### config.mk
export PLATFORM = sky130hd
export DESIGN_NAME = scrp_port
export DESIGN_NICKNAME = d
export VERILOG_FILES = /design/src/common/scrp_pkg.sv /design/src/hdl/scrp_port.sv /design/src/hdl/scrp_sync.sv /design/src/hdl/scrp_fifo.sv
export SDC_FILE = /design/constraint.sdc
export NUM_CORES = 1
export LEC_CHECK = 0
export ABC_AREA = 1
export BUFFER_PORTS_ARGS = -buffer_cell sky130_fd_sc_hd__clkbuf_2
export CAP_MARGIN = 20
export CORE_MARGIN = 2
export CORE_UTILIZATION = 35
export CTS_CLUSTER_DIAMETER = 150
export CTS_CLUSTER_SIZE = 8
export DETAILED_ROUTE_END_ITERATION = 10
export HOLD_SLACK_MARGIN = 0.02
export PLACE_DENSITY_LB_ADDON = 0.2
export SLEW_MARGIN = 20
export SYNTH_ARGS = -nofsm -noshare
export SYNTH_HDL_FRONTEND = slang
export SYNTH_SLANG_ARGS = --single-unit
### constraint.sdc
create_clock -name clk -period 5.9 [get_ports clk]
set_input_delay 0 -clock clk [delete_from_list [all_inputs] [get_ports clk]]
set_output_delay 0 -clock clk [all_outputs]
set_load 0.01 [all_outputs]
### src/common/scrp_pkg.sv
// Shared constants and carrier types for the serial register port
package scrp_pkg;
  localparam logic [6:0] CLIENT_ADDR = 7'h57;
  localparam int BYTE_BITS = 8;
  localparam int CLK_HZ = 100_000_000;
  localparam int TIMEOUT_MS = 30;
  localparam int IDLE_US = 200;
  localparam int MAX_SCL_KHZ = 400;
  // Longest low time rounds down; idle time rounds down as well
  localparam int TIMEOUT_CYCLES = TIMEOUT_MS * (CLK_HZ / 1000);
  localparam int IDLE_CYCLES = IDLE_US * (CLK_HZ / 1_000_000);
  localparam int FIFO_DEPTH = 8;
  localparam logic [7:0] PTR_RESET = 8'h00;

  typedef struct packed {
    logic [7:0] addr;
    logic [7:0] data;
  } scrp_wr_t;

  typedef enum logic [2:0] {
    ST_IDLE = 3'b000,
    ST_ADDR = 3'b001,
    ST_ADDR_ACK = 3'b011,
    ST_RX = 3'b010,
    ST_RX_ACK = 3'b110,
    ST_TX = 3'b111,
    ST_TX_ACK = 3'b101,
    ST_IGNORE = 3'b100
  } scrp_state_t;
endpackage : scrp_pkg

### src/hdl/scrp_port.sv
// Two-wire client port giving a host byte access to the register map
// Operation
// - Start is data falling while clock high; it begins a transaction.
// - First byte is 7-bit address then direction bit, 1 means host reads.
// - Respond to client address 57h in the standard variant.
// - Bytes are eight bits, most significant bit first, both directions.
// - Acknowledge each received byte by pulling data low in ninth clock; a data byte is NACKed while the write FIFO is full.
// - Stop, data rising while clock high, resets the client state machine.
// - Never stretch the clock; tolerate host stretching.
// - With time-out enabled, reset logic if clock stays low over 30 ms.
// - With time-out enabled and awake, reset if bus idles high over 200 us.
// - Time-out and idle reset disabled after reset until software enables.
// - After a time-out, resume on the next start condition.
// - Operate correctly with clock rates up to 400 kHz.
// - Write Byte stores one data byte at the addressed register.
// - Read Byte: address written, repeated start, one byte returned.
// - Block Write stores successive bytes at contiguous registers.
// - Pointer increments when the acknowledge for a written byte is driven.
// - Pointer is unchecked and wraps from FFh to 00h.
// - Accept Send Byte, Read Byte, Block Read and Receive Byte as well.
// - Block Read returns contiguous registers until the host NACKs.
// - Send Byte loads pointer; a second back-to-back Send Byte is NACKed.
// - Receive Byte returns the register at the pointer without addressing.
`timescale 1ns/1ns
module scrp_port #(
  parameter logic [6:0] OWN_ADDR = scrp_pkg::CLIENT_ADDR,
  parameter int TIMEOUT_CYCLES = scrp_pkg::TIMEOUT_CYCLES,
  parameter int IDLE_CYCLES = scrp_pkg::IDLE_CYCLES,
  parameter int FIFO_DEPTH = scrp_pkg::FIFO_DEPTH
) (
  input wire logic clk,
  input wire logic rst_n,
  input wire logic serial_clock_pin,
  input wire logic sda_in,
  output logic sda_out,
  output logic sda_oe,
  input wire logic timeout_disable,
  input wire logic sleep,
  output logic [7:0] reg_wr_addr,
  output logic [7:0] reg_wr_data,
  output logic reg_wr_valid,
  input wire logic reg_wr_ready,
  output logic [7:0] reg_rd_addr,
  input wire logic [7:0] reg_rd_data,
  output logic [7:0] reg_pointer,
  output logic bus_reset
);
  initial begin
    if (TIMEOUT_CYCLES < 1 || IDLE_CYCLES < 1) begin
      $error("scrp_port time-out counts must be at least one cycle");
    end
    // Each clock half at 400 kHz must span several samples after syncing
    if (scrp_pkg::CLK_HZ / (scrp_pkg::MAX_SCL_KHZ * 1000) < 16) begin
      $error("scrp_port system clock too slow for the serial clock");
    end
  end

  localparam int TW = $clog2(TIMEOUT_CYCLES + 1);
  localparam int IW = $clog2(IDLE_CYCLES + 1);

  logic rst_meta;
  logic rst_q_n;
  logic scl_s;
  logic sda_s;
  logic scl_d;
  logic sda_d;
  logic scl_rise;
  logic scl_fall;
  logic start_det;
  logic stop_det;
  logic [TW-1:0] low_cnt;
  logic [IW-1:0] idle_cnt;
  logic timeout_hit;
  scrp_pkg::scrp_state_t state;
  logic [2:0] bit_cnt;
  logic [7:0] shift;
  logic is_read;
  logic have_ptr;
  logic sent_ptr_only;
  logic byte_in_txn;
  // Set by the first address bit, so the clock fall closing a start is not read as a byte end
  logic addr_armed;
  logic ack_ok;
  logic [7:0] tx_byte;
  logic [7:0] ptr;
  scrp_pkg::scrp_wr_t wr_cmd;
  logic wr_push;
  logic fifo_in_ready;
  scrp_pkg::scrp_wr_t fifo_out;

  // Reset release through two flops
  always_ff @(posedge clk or negedge rst_n) begin
    if (!rst_n) begin
      rst_meta <= 1'b0;
      rst_q_n <= 1'b0;
    end else begin
      rst_meta <= 1'b1;
      rst_q_n <= rst_meta;
    end
  end

  scrp_sync #(.INIT(1'b1)) u_scl_sync (
    .clk(clk),
    .rst_n(rst_q_n),
    .din(serial_clock_pin),
    .dout(scl_s)
  );

  scrp_sync #(.INIT(1'b1)) u_sda_sync (
    .clk(clk),
    .rst_n(rst_q_n),
    .din(sda_in),
    .dout(sda_s)
  );

  always_ff @(posedge clk or negedge rst_q_n) begin
    if (!rst_q_n) begin
      scl_d <= 1'b1;
      sda_d <= 1'b1;
    end else begin
      scl_d <= scl_s;
      sda_d <= sda_s;
    end
  end

  assign scl_rise = scl_s && !scl_d;
  assign scl_fall = !scl_s && scl_d;
  assign start_det = scl_s && scl_d && sda_d && !sda_s;
  assign stop_det = scl_s && scl_d && !sda_d && sda_s;

  // Clock-low time-out and idle watch; off while the disable bit is set
  always_ff @(posedge clk or negedge rst_q_n) begin
    if (!rst_q_n) begin
      low_cnt <= '0;
      idle_cnt <= '0;
    end else begin
      if (timeout_disable || scl_s || timeout_hit) begin
        low_cnt <= '0;
      end else if (low_cnt != TW'(TIMEOUT_CYCLES)) begin
        low_cnt <= low_cnt + 1'b1;
      end
      if (timeout_disable || sleep || !scl_s || !sda_s || timeout_hit) begin
        idle_cnt <= '0;
      end else if (idle_cnt != IW'(IDLE_CYCLES)) begin
        idle_cnt <= idle_cnt + 1'b1;
      end
    end
  end

  // Only reset an active transaction; idle bus needs no action
  assign timeout_hit = (state != scrp_pkg::ST_IDLE) &&
                       ((low_cnt == TW'(TIMEOUT_CYCLES)) ||
                        (idle_cnt == IW'(IDLE_CYCLES)));

  always_ff @(posedge clk or negedge rst_q_n) begin
    if (!rst_q_n) begin
      bus_reset <= 1'b0;
    end else begin
      bus_reset <= timeout_hit || (stop_det && state != scrp_pkg::ST_IDLE);
    end
  end

  assign ack_ok = !sda_s;

  // Protocol engine; samples data on clock rise, changes data on clock fall.
  // The clock pin is never driven, so the host may stretch freely
  always_ff @(posedge clk or negedge rst_q_n) begin
    if (!rst_q_n) begin
      state <= scrp_pkg::ST_IDLE;
      bit_cnt <= '0;
      shift <= '0;
      is_read <= 1'b0;
      byte_in_txn <= 1'b0;
      addr_armed <= 1'b0;
    end else if (start_det) begin
      state <= scrp_pkg::ST_ADDR;
      bit_cnt <= '0;
      byte_in_txn <= 1'b0;
      addr_armed <= 1'b0;
    end else if (stop_det || timeout_hit) begin
      state <= scrp_pkg::ST_IDLE;
    end else begin
      case (state)
        scrp_pkg::ST_ADDR: begin
          if (scl_rise) begin
            shift <= {shift[6:0], sda_s};
            bit_cnt <= bit_cnt + 1'b1;
            addr_armed <= 1'b1;
          end else if (scl_fall && bit_cnt == 3'd0 && addr_armed) begin
            is_read <= shift[0];
            if (shift[7:1] == OWN_ADDR) begin
              state <= scrp_pkg::ST_ADDR_ACK;
            end else begin
              state <= scrp_pkg::ST_IGNORE;
            end
          end
        end
        scrp_pkg::ST_ADDR_ACK: begin
          if (scl_fall) begin
            state <= is_read ? scrp_pkg::ST_TX : scrp_pkg::ST_RX;
          end
        end
        scrp_pkg::ST_RX: begin
          if (scl_rise) begin
            shift <= {shift[6:0], sda_s};
            bit_cnt <= bit_cnt + 1'b1;
          end else if (scl_fall && bit_cnt == 3'd0) begin
            state <= scrp_pkg::ST_RX_ACK;
          end
        end
        scrp_pkg::ST_RX_ACK: begin
          if (scl_fall) begin
            byte_in_txn <= 1'b1;
            state <= scrp_pkg::ST_RX;
          end
        end
        scrp_pkg::ST_TX: begin
          if (scl_fall) begin
            bit_cnt <= bit_cnt + 1'b1;
            if (bit_cnt == 3'd7) begin
              state <= scrp_pkg::ST_TX_ACK;
            end
          end
        end
        scrp_pkg::ST_TX_ACK: begin
          if (scl_rise && !ack_ok) begin
            state <= scrp_pkg::ST_IGNORE;
          end else if (scl_fall) begin
            state <= scrp_pkg::ST_TX;
          end
        end
        scrp_pkg::ST_IGNORE: begin
          state <= scrp_pkg::ST_IGNORE;
        end
        default: begin
          state <= scrp_pkg::ST_IDLE;
        end
      endcase
    end
  end

  // The second of two Send Byte transactions in a row gets no acknowledge
  logic nack_ptr;
  assign nack_ptr = sent_ptr_only && !byte_in_txn;

  // Pointer and Send Byte tracking
  always_ff @(posedge clk or negedge rst_q_n) begin
    if (!rst_q_n) begin
      ptr <= scrp_pkg::PTR_RESET;
      have_ptr <= 1'b0;
      sent_ptr_only <= 1'b0;
    end else begin
      if (start_det) begin
        have_ptr <= 1'b0;
      end
      if (state == scrp_pkg::ST_RX && scl_fall && bit_cnt == 3'd0 && !have_ptr && !nack_ptr) begin
        ptr <= shift;
        have_ptr <= 1'b1;
      end
      // Increment as the data acknowledge is driven
      if (state == scrp_pkg::ST_RX && scl_fall && bit_cnt == 3'd0 && have_ptr && fifo_in_ready) begin
        ptr <= ptr + 8'h01;
      end
      // Advance after each transmitted byte
      if (state == scrp_pkg::ST_TX && scl_fall && bit_cnt == 3'd7) begin
        ptr <= ptr + 8'h01;
      end
      // Pointer byte acknowledge marks a Send Byte; a later data byte's acknowledge or a read clears it.
      // The stop's own clock rise must not clear it, so nothing here looks at clock rises
      if (state == scrp_pkg::ST_RX_ACK && scl_fall) begin
        sent_ptr_only <= !byte_in_txn && !nack_ptr;
      end
      if (state == scrp_pkg::ST_ADDR_ACK && is_read) begin
        sent_ptr_only <= 1'b0;
      end
    end
  end

  // Data byte written to the register map through the FIFO
  assign wr_push = state == scrp_pkg::ST_RX && scl_fall && bit_cnt == 3'd0 && have_ptr;
  assign wr_cmd.addr = ptr;
  assign wr_cmd.data = shift;

  scrp_fifo #(.WIDTH(16), .DEPTH(FIFO_DEPTH)) u_fifo (
    .clk(clk),
    .rst_n(rst_q_n),
    .in_data(wr_cmd),
    .in_valid(wr_push),
    .in_ready(fifo_in_ready),
    .out_data(fifo_out),
    .out_valid(reg_wr_valid),
    .out_ready(reg_wr_ready)
  );

  assign reg_wr_addr = fifo_out.addr;
  assign reg_wr_data = fifo_out.data;

  // Transmit byte captured on the acknowledge clock rise before each read byte
  always_ff @(posedge clk or negedge rst_q_n) begin
    if (!rst_q_n) begin
      tx_byte <= '0;
    end else if ((state == scrp_pkg::ST_ADDR_ACK || state == scrp_pkg::ST_TX_ACK) && scl_rise) begin
      tx_byte <= reg_rd_data;
    end else if (state == scrp_pkg::ST_TX && scl_fall) begin
      tx_byte <= {tx_byte[6:0], 1'b0};
    end
  end

  always_ff @(posedge clk or negedge rst_q_n) begin
    if (!rst_q_n) begin
      reg_rd_addr <= scrp_pkg::PTR_RESET;
      reg_pointer <= scrp_pkg::PTR_RESET;
    end else begin
      reg_rd_addr <= ptr;
      reg_pointer <= ptr;
    end
  end

  // Data drive: low for acknowledge, data bits while transmitting, else released
  always_ff @(posedge clk or negedge rst_q_n) begin
    if (!rst_q_n) begin
      sda_oe <= 1'b0;
    end else if (start_det || stop_det || timeout_hit) begin
      sda_oe <= 1'b0;
    end else if (scl_fall) begin
      if (state == scrp_pkg::ST_ADDR && bit_cnt == 3'd0 && addr_armed && shift[7:1] == OWN_ADDR) begin
        sda_oe <= 1'b1;
      end else if (state == scrp_pkg::ST_RX && bit_cnt == 3'd0) begin
        sda_oe <= !nack_ptr && (!have_ptr || fifo_in_ready);
      end else if (state == scrp_pkg::ST_ADDR_ACK && is_read) begin
        sda_oe <= !reg_rd_data[7];
      end else if (state == scrp_pkg::ST_TX && bit_cnt != 3'd7) begin
        sda_oe <= !tx_byte[6];
      end else if (state == scrp_pkg::ST_TX_ACK && ack_ok) begin
        sda_oe <= !tx_byte[7];
      end else begin
        sda_oe <= 1'b0;
      end
    end
  end

  always_ff @(posedge clk or negedge rst_q_n) begin
    if (!rst_q_n) begin
      sda_out <= 1'b0;
    end else begin
      sda_out <= 1'b0;
    end
  end
endmodule : scrp_port

### src/hdl/scrp_sync.sv
// Two-flop synchroniser for one level from outside the clock domain
`timescale 1ns/1ns
module scrp_sync #(
  parameter logic INIT = 1'b1
) (
  input wire logic clk,
  input wire logic rst_n,
  input wire logic din,
  output logic dout
);
  logic meta;

  always_ff @(posedge clk or negedge rst_n) begin
    if (!rst_n) begin
      meta <= INIT;
      dout <= INIT;
    end else begin
      meta <= din;
      dout <= meta;
    end
  end
endmodule : scrp_sync

### src/hdl/scrp_fifo.sv
// Small synchronous FIFO for register write commands
`timescale 1ns/1ns
module scrp_fifo #(
  parameter int WIDTH = 16,
  parameter int DEPTH = 8
) (
  input wire logic clk,
  input wire logic rst_n,
  input wire logic [WIDTH-1:0] in_data,
  input wire logic in_valid,
  output logic in_ready,
  output logic [WIDTH-1:0] out_data,
  output logic out_valid,
  input wire logic out_ready
);
  localparam int AW = $clog2(DEPTH);

  initial begin
    if (DEPTH < 2 || (1 << AW) != DEPTH) begin
      $error("scrp_fifo depth must be a power of two of at least 2");
    end
  end

  logic [WIDTH-1:0] mem [DEPTH];
  logic [AW:0] wr_ptr;
  logic [AW:0] rd_ptr;
  logic full;
  logic empty;
  logic push;
  logic pop;

  assign full = (wr_ptr[AW] != rd_ptr[AW]) && (wr_ptr[AW-1:0] == rd_ptr[AW-1:0]);
  assign empty = (wr_ptr == rd_ptr);
  assign push = in_valid && !full;
  assign pop = out_valid && out_ready;
  assign in_ready = !full;

  always_ff @(posedge clk) begin
    if (push) begin
      mem[wr_ptr[AW-1:0]] <= in_data;
    end
  end

  always_ff @(posedge clk or negedge rst_n) begin
    if (!rst_n) begin
      wr_ptr <= '0;
    end else if (push) begin
      wr_ptr <= wr_ptr + 1'b1;
    end
  end

  // Output is registered; a word is presented only after it left memory
  always_ff @(posedge clk or negedge rst_n) begin
    if (!rst_n) begin
      rd_ptr <= '0;
      out_valid <= 1'b0;
      out_data <= '0;
    end else if (!out_valid || pop) begin
      if (!empty) begin
        out_data <= mem[rd_ptr[AW-1:0]];
        out_valid <= 1'b1;
        rd_ptr <= rd_ptr + 1'b1;
      end else begin
        out_valid <= 1'b0;
      end
    end
  end
endmodule : scrp_fifo

==> Flow_metrics.wiki <==
{| class="wikitable"
! Metric !! Value
|-
| Final total negative setup slack || 0 ns
|-
| Clock latency of the later-clocked register in the worst-skew pair || 0.52 ns
|-
| Number of synthesized flops with an enable pin || roughly 130
|-
| Leading cell type in the layout, fill and taps excluded || sky130_fd_sc_hd__nand2_1
|-
| Slowest cell delay on critical path || ~0.75 ns
|-
| Top-level I/O count || 51
|-
| Worst hold path endpoint || u_scl_sync.meta
|-
| Wire length of the first global-routing pass || 38010 um
|-
| Hold Buf Count CTS || 16
|-
| Worst Path Arrival || approximately 2.7 ns
|-
| Remaining antenna violation count after routing || 0
|-
| Die area || between 30000 and 40000 um2
|-
| Post-synth ARST share || 0.4733
|-
| Final number of max-transition violations || 0
|-
| Number of buffers added by the clock tree synthesis step || 36
|-
| Overall power || roughly 5.8 mW
|-
| GR Overflow Total || 0
|-
| Max-cap viol count || 0
|-
| Kind of critical path || register to register
|-
| Final Cycle Share || 0.4283
|-
| Number of diodes || 0
|-
| Initial antenna violation count || 0
|-
| Number of synthesized register bits || 243
|-
| Number of nets in the synthesized netlist || 1051
|-
| Count of TritonRoute iterations in the first routing pass || 5
|-
| Starting density of the core || 0.3556
|-
| DRC errors left || 0
|-
| Number of vias per cell || 4.868
|-
| Average routed wire per standard cell || 15.51 um
|-
| Number of distinct standard cells referenced by the synthesized netlist || 42
|-
| Setup crit end kind || register
|-
| Net count of the finished layout || 1127
|-
| Clock root cell || sky130_fd_sc_hd__clkbuf_16
|-
| Clock slew at the register clock pins of the worst setup and hold paths || 0.05 ns
|-
| Netlist Area Pre-Place || 10540 um2
|-
| Transition at the pin with the smallest max-transition slack || 0.9422 ns
|-
| Vias || 7395
|-
| Share of Yosys cell area claimed by the top area cell type || 0.3647
|-
| Setup repair bufs after CTS || 0
|-
| Post-route clock skew || 0.02230 ns
|-
| Number of buffer cells added on primary ports || 49
|-
| Via count of the first global-routing pass || 7188
|-
| Leading post-synthesis cells by cell area || sky130_fd_sc_hd__edfxtp_1, sky130_fd_sc_hd__dfrtp_1, sky130_fd_sc_hd__nand2_1
|-
| Fill cell total of the finished layout || 2879
|-
| Startpoint of the tightest hold check path || serial_clock_pin
|-
| Cells resized by post-CTS repair || 0
|-
| Logic depth of the worst register-to-register path || 7
|-
| Number of buffers on the longest clock path || 3
|-
| Count of placed standard cells including taps || between 1000 and 1500
|-
| Gr usage total || 0.1537
|-
| Cell mode on critical path || sky130_fd_sc_hd__nand2_1
|-
| Floorplan row count || 63
|-
| Power Dens Cells || between 400 and 500 nW/um2
|-
| Placer Congestion || just over 0.8
|-
| Final critical path time including I/O delays and setup || 2.527 ns
|-
| Final instance count without filler cells || roughly 1500
|-
| Post-synthesis sequential area ratio || 0.6385
|-
| Clock sinks || 243
|-
| Top flip-flop cell by instance count after synthesis || sky130_fd_sc_hd__edfxtp_1
|-
| Outcome || complete, no violations
|-
| Worst R2R End || u_fifo.mem[7][4]
|-
| Cell type of the slowest stage on the worst timing path || sky130_fd_sc_hd__nor2_2
|-
| Cell breakdown of the critical path || buf_4 > xnor2_1 > nand2_1 > nor2_1 > nand2_1 > nand2_1 > nor2_2
|-
| Starting DRC count in detailed routing || 370
|-
| Top fanout value on the critical path || 67
|-
| X dimension of the die || around 180 um
|-
| Share of layout cells above drive strength 1 || 0.1258
|-
| Max IR drop VDD || 0.1805 mV
|-
| Setup repair after global routing missed its margin || no
|-
| Synthesis Warnings || 0
|-
| Highest clock rate || 0.3957 GHz
|-
| Number of instances in the synthesized netlist || 1026
|-
| Required time worst endpoint || 6.03 ns
|-
| Post-synthesis average cell area || 10.27 um2
|-
| Count of endpoints failing setup in the final report || 0
|-
| Startpoint kind of the worst setup timing path || register
|-
| Largest net degree at the start of global routing || 70
|-
| Placeable core region || between 20000 and 30000 um2
|-
| Most frequent cells in the layout || sky130_fd_sc_hd__nand2_1, sky130_fd_sc_hd__nor2_1, sky130_fd_sc_hd__edfxtp_1
|-
| Startpoint of the most critical register-to-register path || u_fifo.rd_ptr[0]
|-
| Fin. Hold Viols || 0
|-
| HP Class || input port to register
|-
| Max H-tree Level || 2
|-
| Hold path cells || 2
|-
| Routed Wire Length || 23560 um
|-
| Post-detailed-placement half-perimeter wirelength || 14180 um
|-
| Area delta synth->final || 17.93%
|-
| Leak pwr || 4.901 nW
|-
| Clock tree from TritonCTS || yes
|-
| Dominant cell type by area after synthesis || sky130_fd_sc_hd__edfxtp_1
|-
| Rel. slew slack || 0.3719
|-
| Die height || 177.5 um
|-
| Register-to-register path setup slack || 3.37 ns
|}
==> state kept, by name, summed over array words and instances (netlist names), 3 cells and up <==
register / flops
bit_cnt: 3
idle_cnt: 15
low_cnt: 22
ptr: 8
reg_pointer: 8
shift: 8
state: 3
tx_byte: 8
u_fifo.mem: 128
u_fifo.out_data: 16
u_fifo.rd_ptr: 4
u_fifo.wr_ptr: 4
==> power breakdown <==
group	switching (mW)	internal, mW
Combinational	0.928	0.521
Clock	0.748	1.16
Sequential	0.327	2.15
Total	2.00	3.83
==> per-layer routing <==
layer,track usage,up-vias,part of all wire
li1,-,3659,-
met1,0.2027,3558,0.47
met2,0.2578,130,0.48
met3,0.02442,48,0.034
met4,0.05191,0,0.023
met5,0,-,0
==> worst max path at each step <==
stage               depth (start not counted)                to  slack [ns]             start
floorplan                                   0        addr_armed        2.47           rst_q_n
global placement                            7  u_fifo.mem[7][5]        3.39  u_fifo.rd_ptr[0]
detailed placement                          7  u_fifo.mem[7][1]        3.31  u_fifo.rd_ptr[0]
CTS                                         7  u_fifo.mem[7][0]        3.28  u_fifo.rd_ptr[0]
global route                                7  u_fifo.mem[7][4]        3.06  u_fifo.rd_ptr[0]
finish                                      7  u_fifo.mem[7][4]        3.37  u_fifo.rd_ptr[0]
==> critical path: cells and delay by family (launching register included) <==
kind | cells | cell delay (ns)
DFF | 1 | 0.35
and+or+nand+nor | 5 | 1.08
buffers and inverters | 1 | 0.52
xor gates and xnor gates | 1 | 0.15
==> synthesized netlist by cell type, types with 3 or more instances <==
library cell               count
sky130_fd_sc_hd__o21ai_2       5
sky130_fd_sc_hd__clkbuf_1     15
sky130_fd_sc_hd__nor2_2        3
sky130_fd_sc_hd__nor3_1       22
sky130_fd_sc_hd__a31oi_1      17
sky130_fd_sc_hd__buf_2        14
sky130_fd_sc_hd__a21oi_1      19
sky130_fd_sc_hd__dfstp_2       6
sky130_fd_sc_hd__nand2_1     178
sky130_fd_sc_hd__nand3_1      50
sky130_fd_sc_hd__nor2_1      166
sky130_fd_sc_hd__inv_1        72
sky130_fd_sc_hd__dfrtp_1     109
sky130_fd_sc_hd__o211ai_1      3
sky130_fd_sc_hd__nor4_1        5
sky130_fd_sc_hd__o22ai_1      33
sky130_fd_sc_hd__buf_4        10
sky130_fd_sc_hd__xor2_1       19
sky130_fd_sc_hd__o221ai_1      6
sky130_fd_sc_hd__xnor2_1       8
sky130_fd_sc_hd__ha_1         10
sky130_fd_sc_hd__nand2_2       6
sky130_fd_sc_hd__inv_2         6
sky130_fd_sc_hd__o21ai_0      80
sky130_fd_sc_hd__nand4_1       7
sky130_fd_sc_hd__nor3b_1       6
sky130_fd_sc_hd__edfxtp_1    128
==> logic make-up after synthesis <==
| logic type | count (synthesis) | share of synthesized area |
|---|---|---|
| adders and majority gates | 10 | 0.01187 |
| and+or+nand+nor | 457 | 0.1870 |
| AOI/OAI and AO/OA | 167 | 0.09082 |
| buffers and inverters | 120 | 0.04868 |
| other | 2 | 0.0007126 |
| xor gates and xnor gates | 27 | 0.02244 |
| DFF | 243 | 0.6385 |
==> final cells by class <==
| cell class | count | area, um2 | share of cell area |
|---|---|---|---|
| repair buffers | 78 | 523.0 | 0.04208 |
| inverters | 80 | 300.3 | 0.02416 |
| clock inverters | 4 | 83.83 | 0.006745 |
| flip-flops and latches | 243 | 6734 | 0.5418 |
| clock buffers | 61 | 994.7 | 0.08004 |
| well taps | 390 | 488.0 | 0.03926 |
| multi-input cells | 663 | 3304 | 0.2659 |
==> stage by stage <==
stage                     instance area [um2]  hold slack, ns  utilization  setup WS [ns]
final                                   12430          0.1228       0.4193          3.373
after global routing                    12430          0.1232       0.4193          3.064
after CTS                               12400          0.1047       0.4184          3.275
after detailed placement                11160         -0.2123       0.3766          3.308
after global placement                  11160         -0.2136       0.3766          3.390
after floorplan                         10540         -0.2956            -          2.470
(Power assumes the default switching activity.)
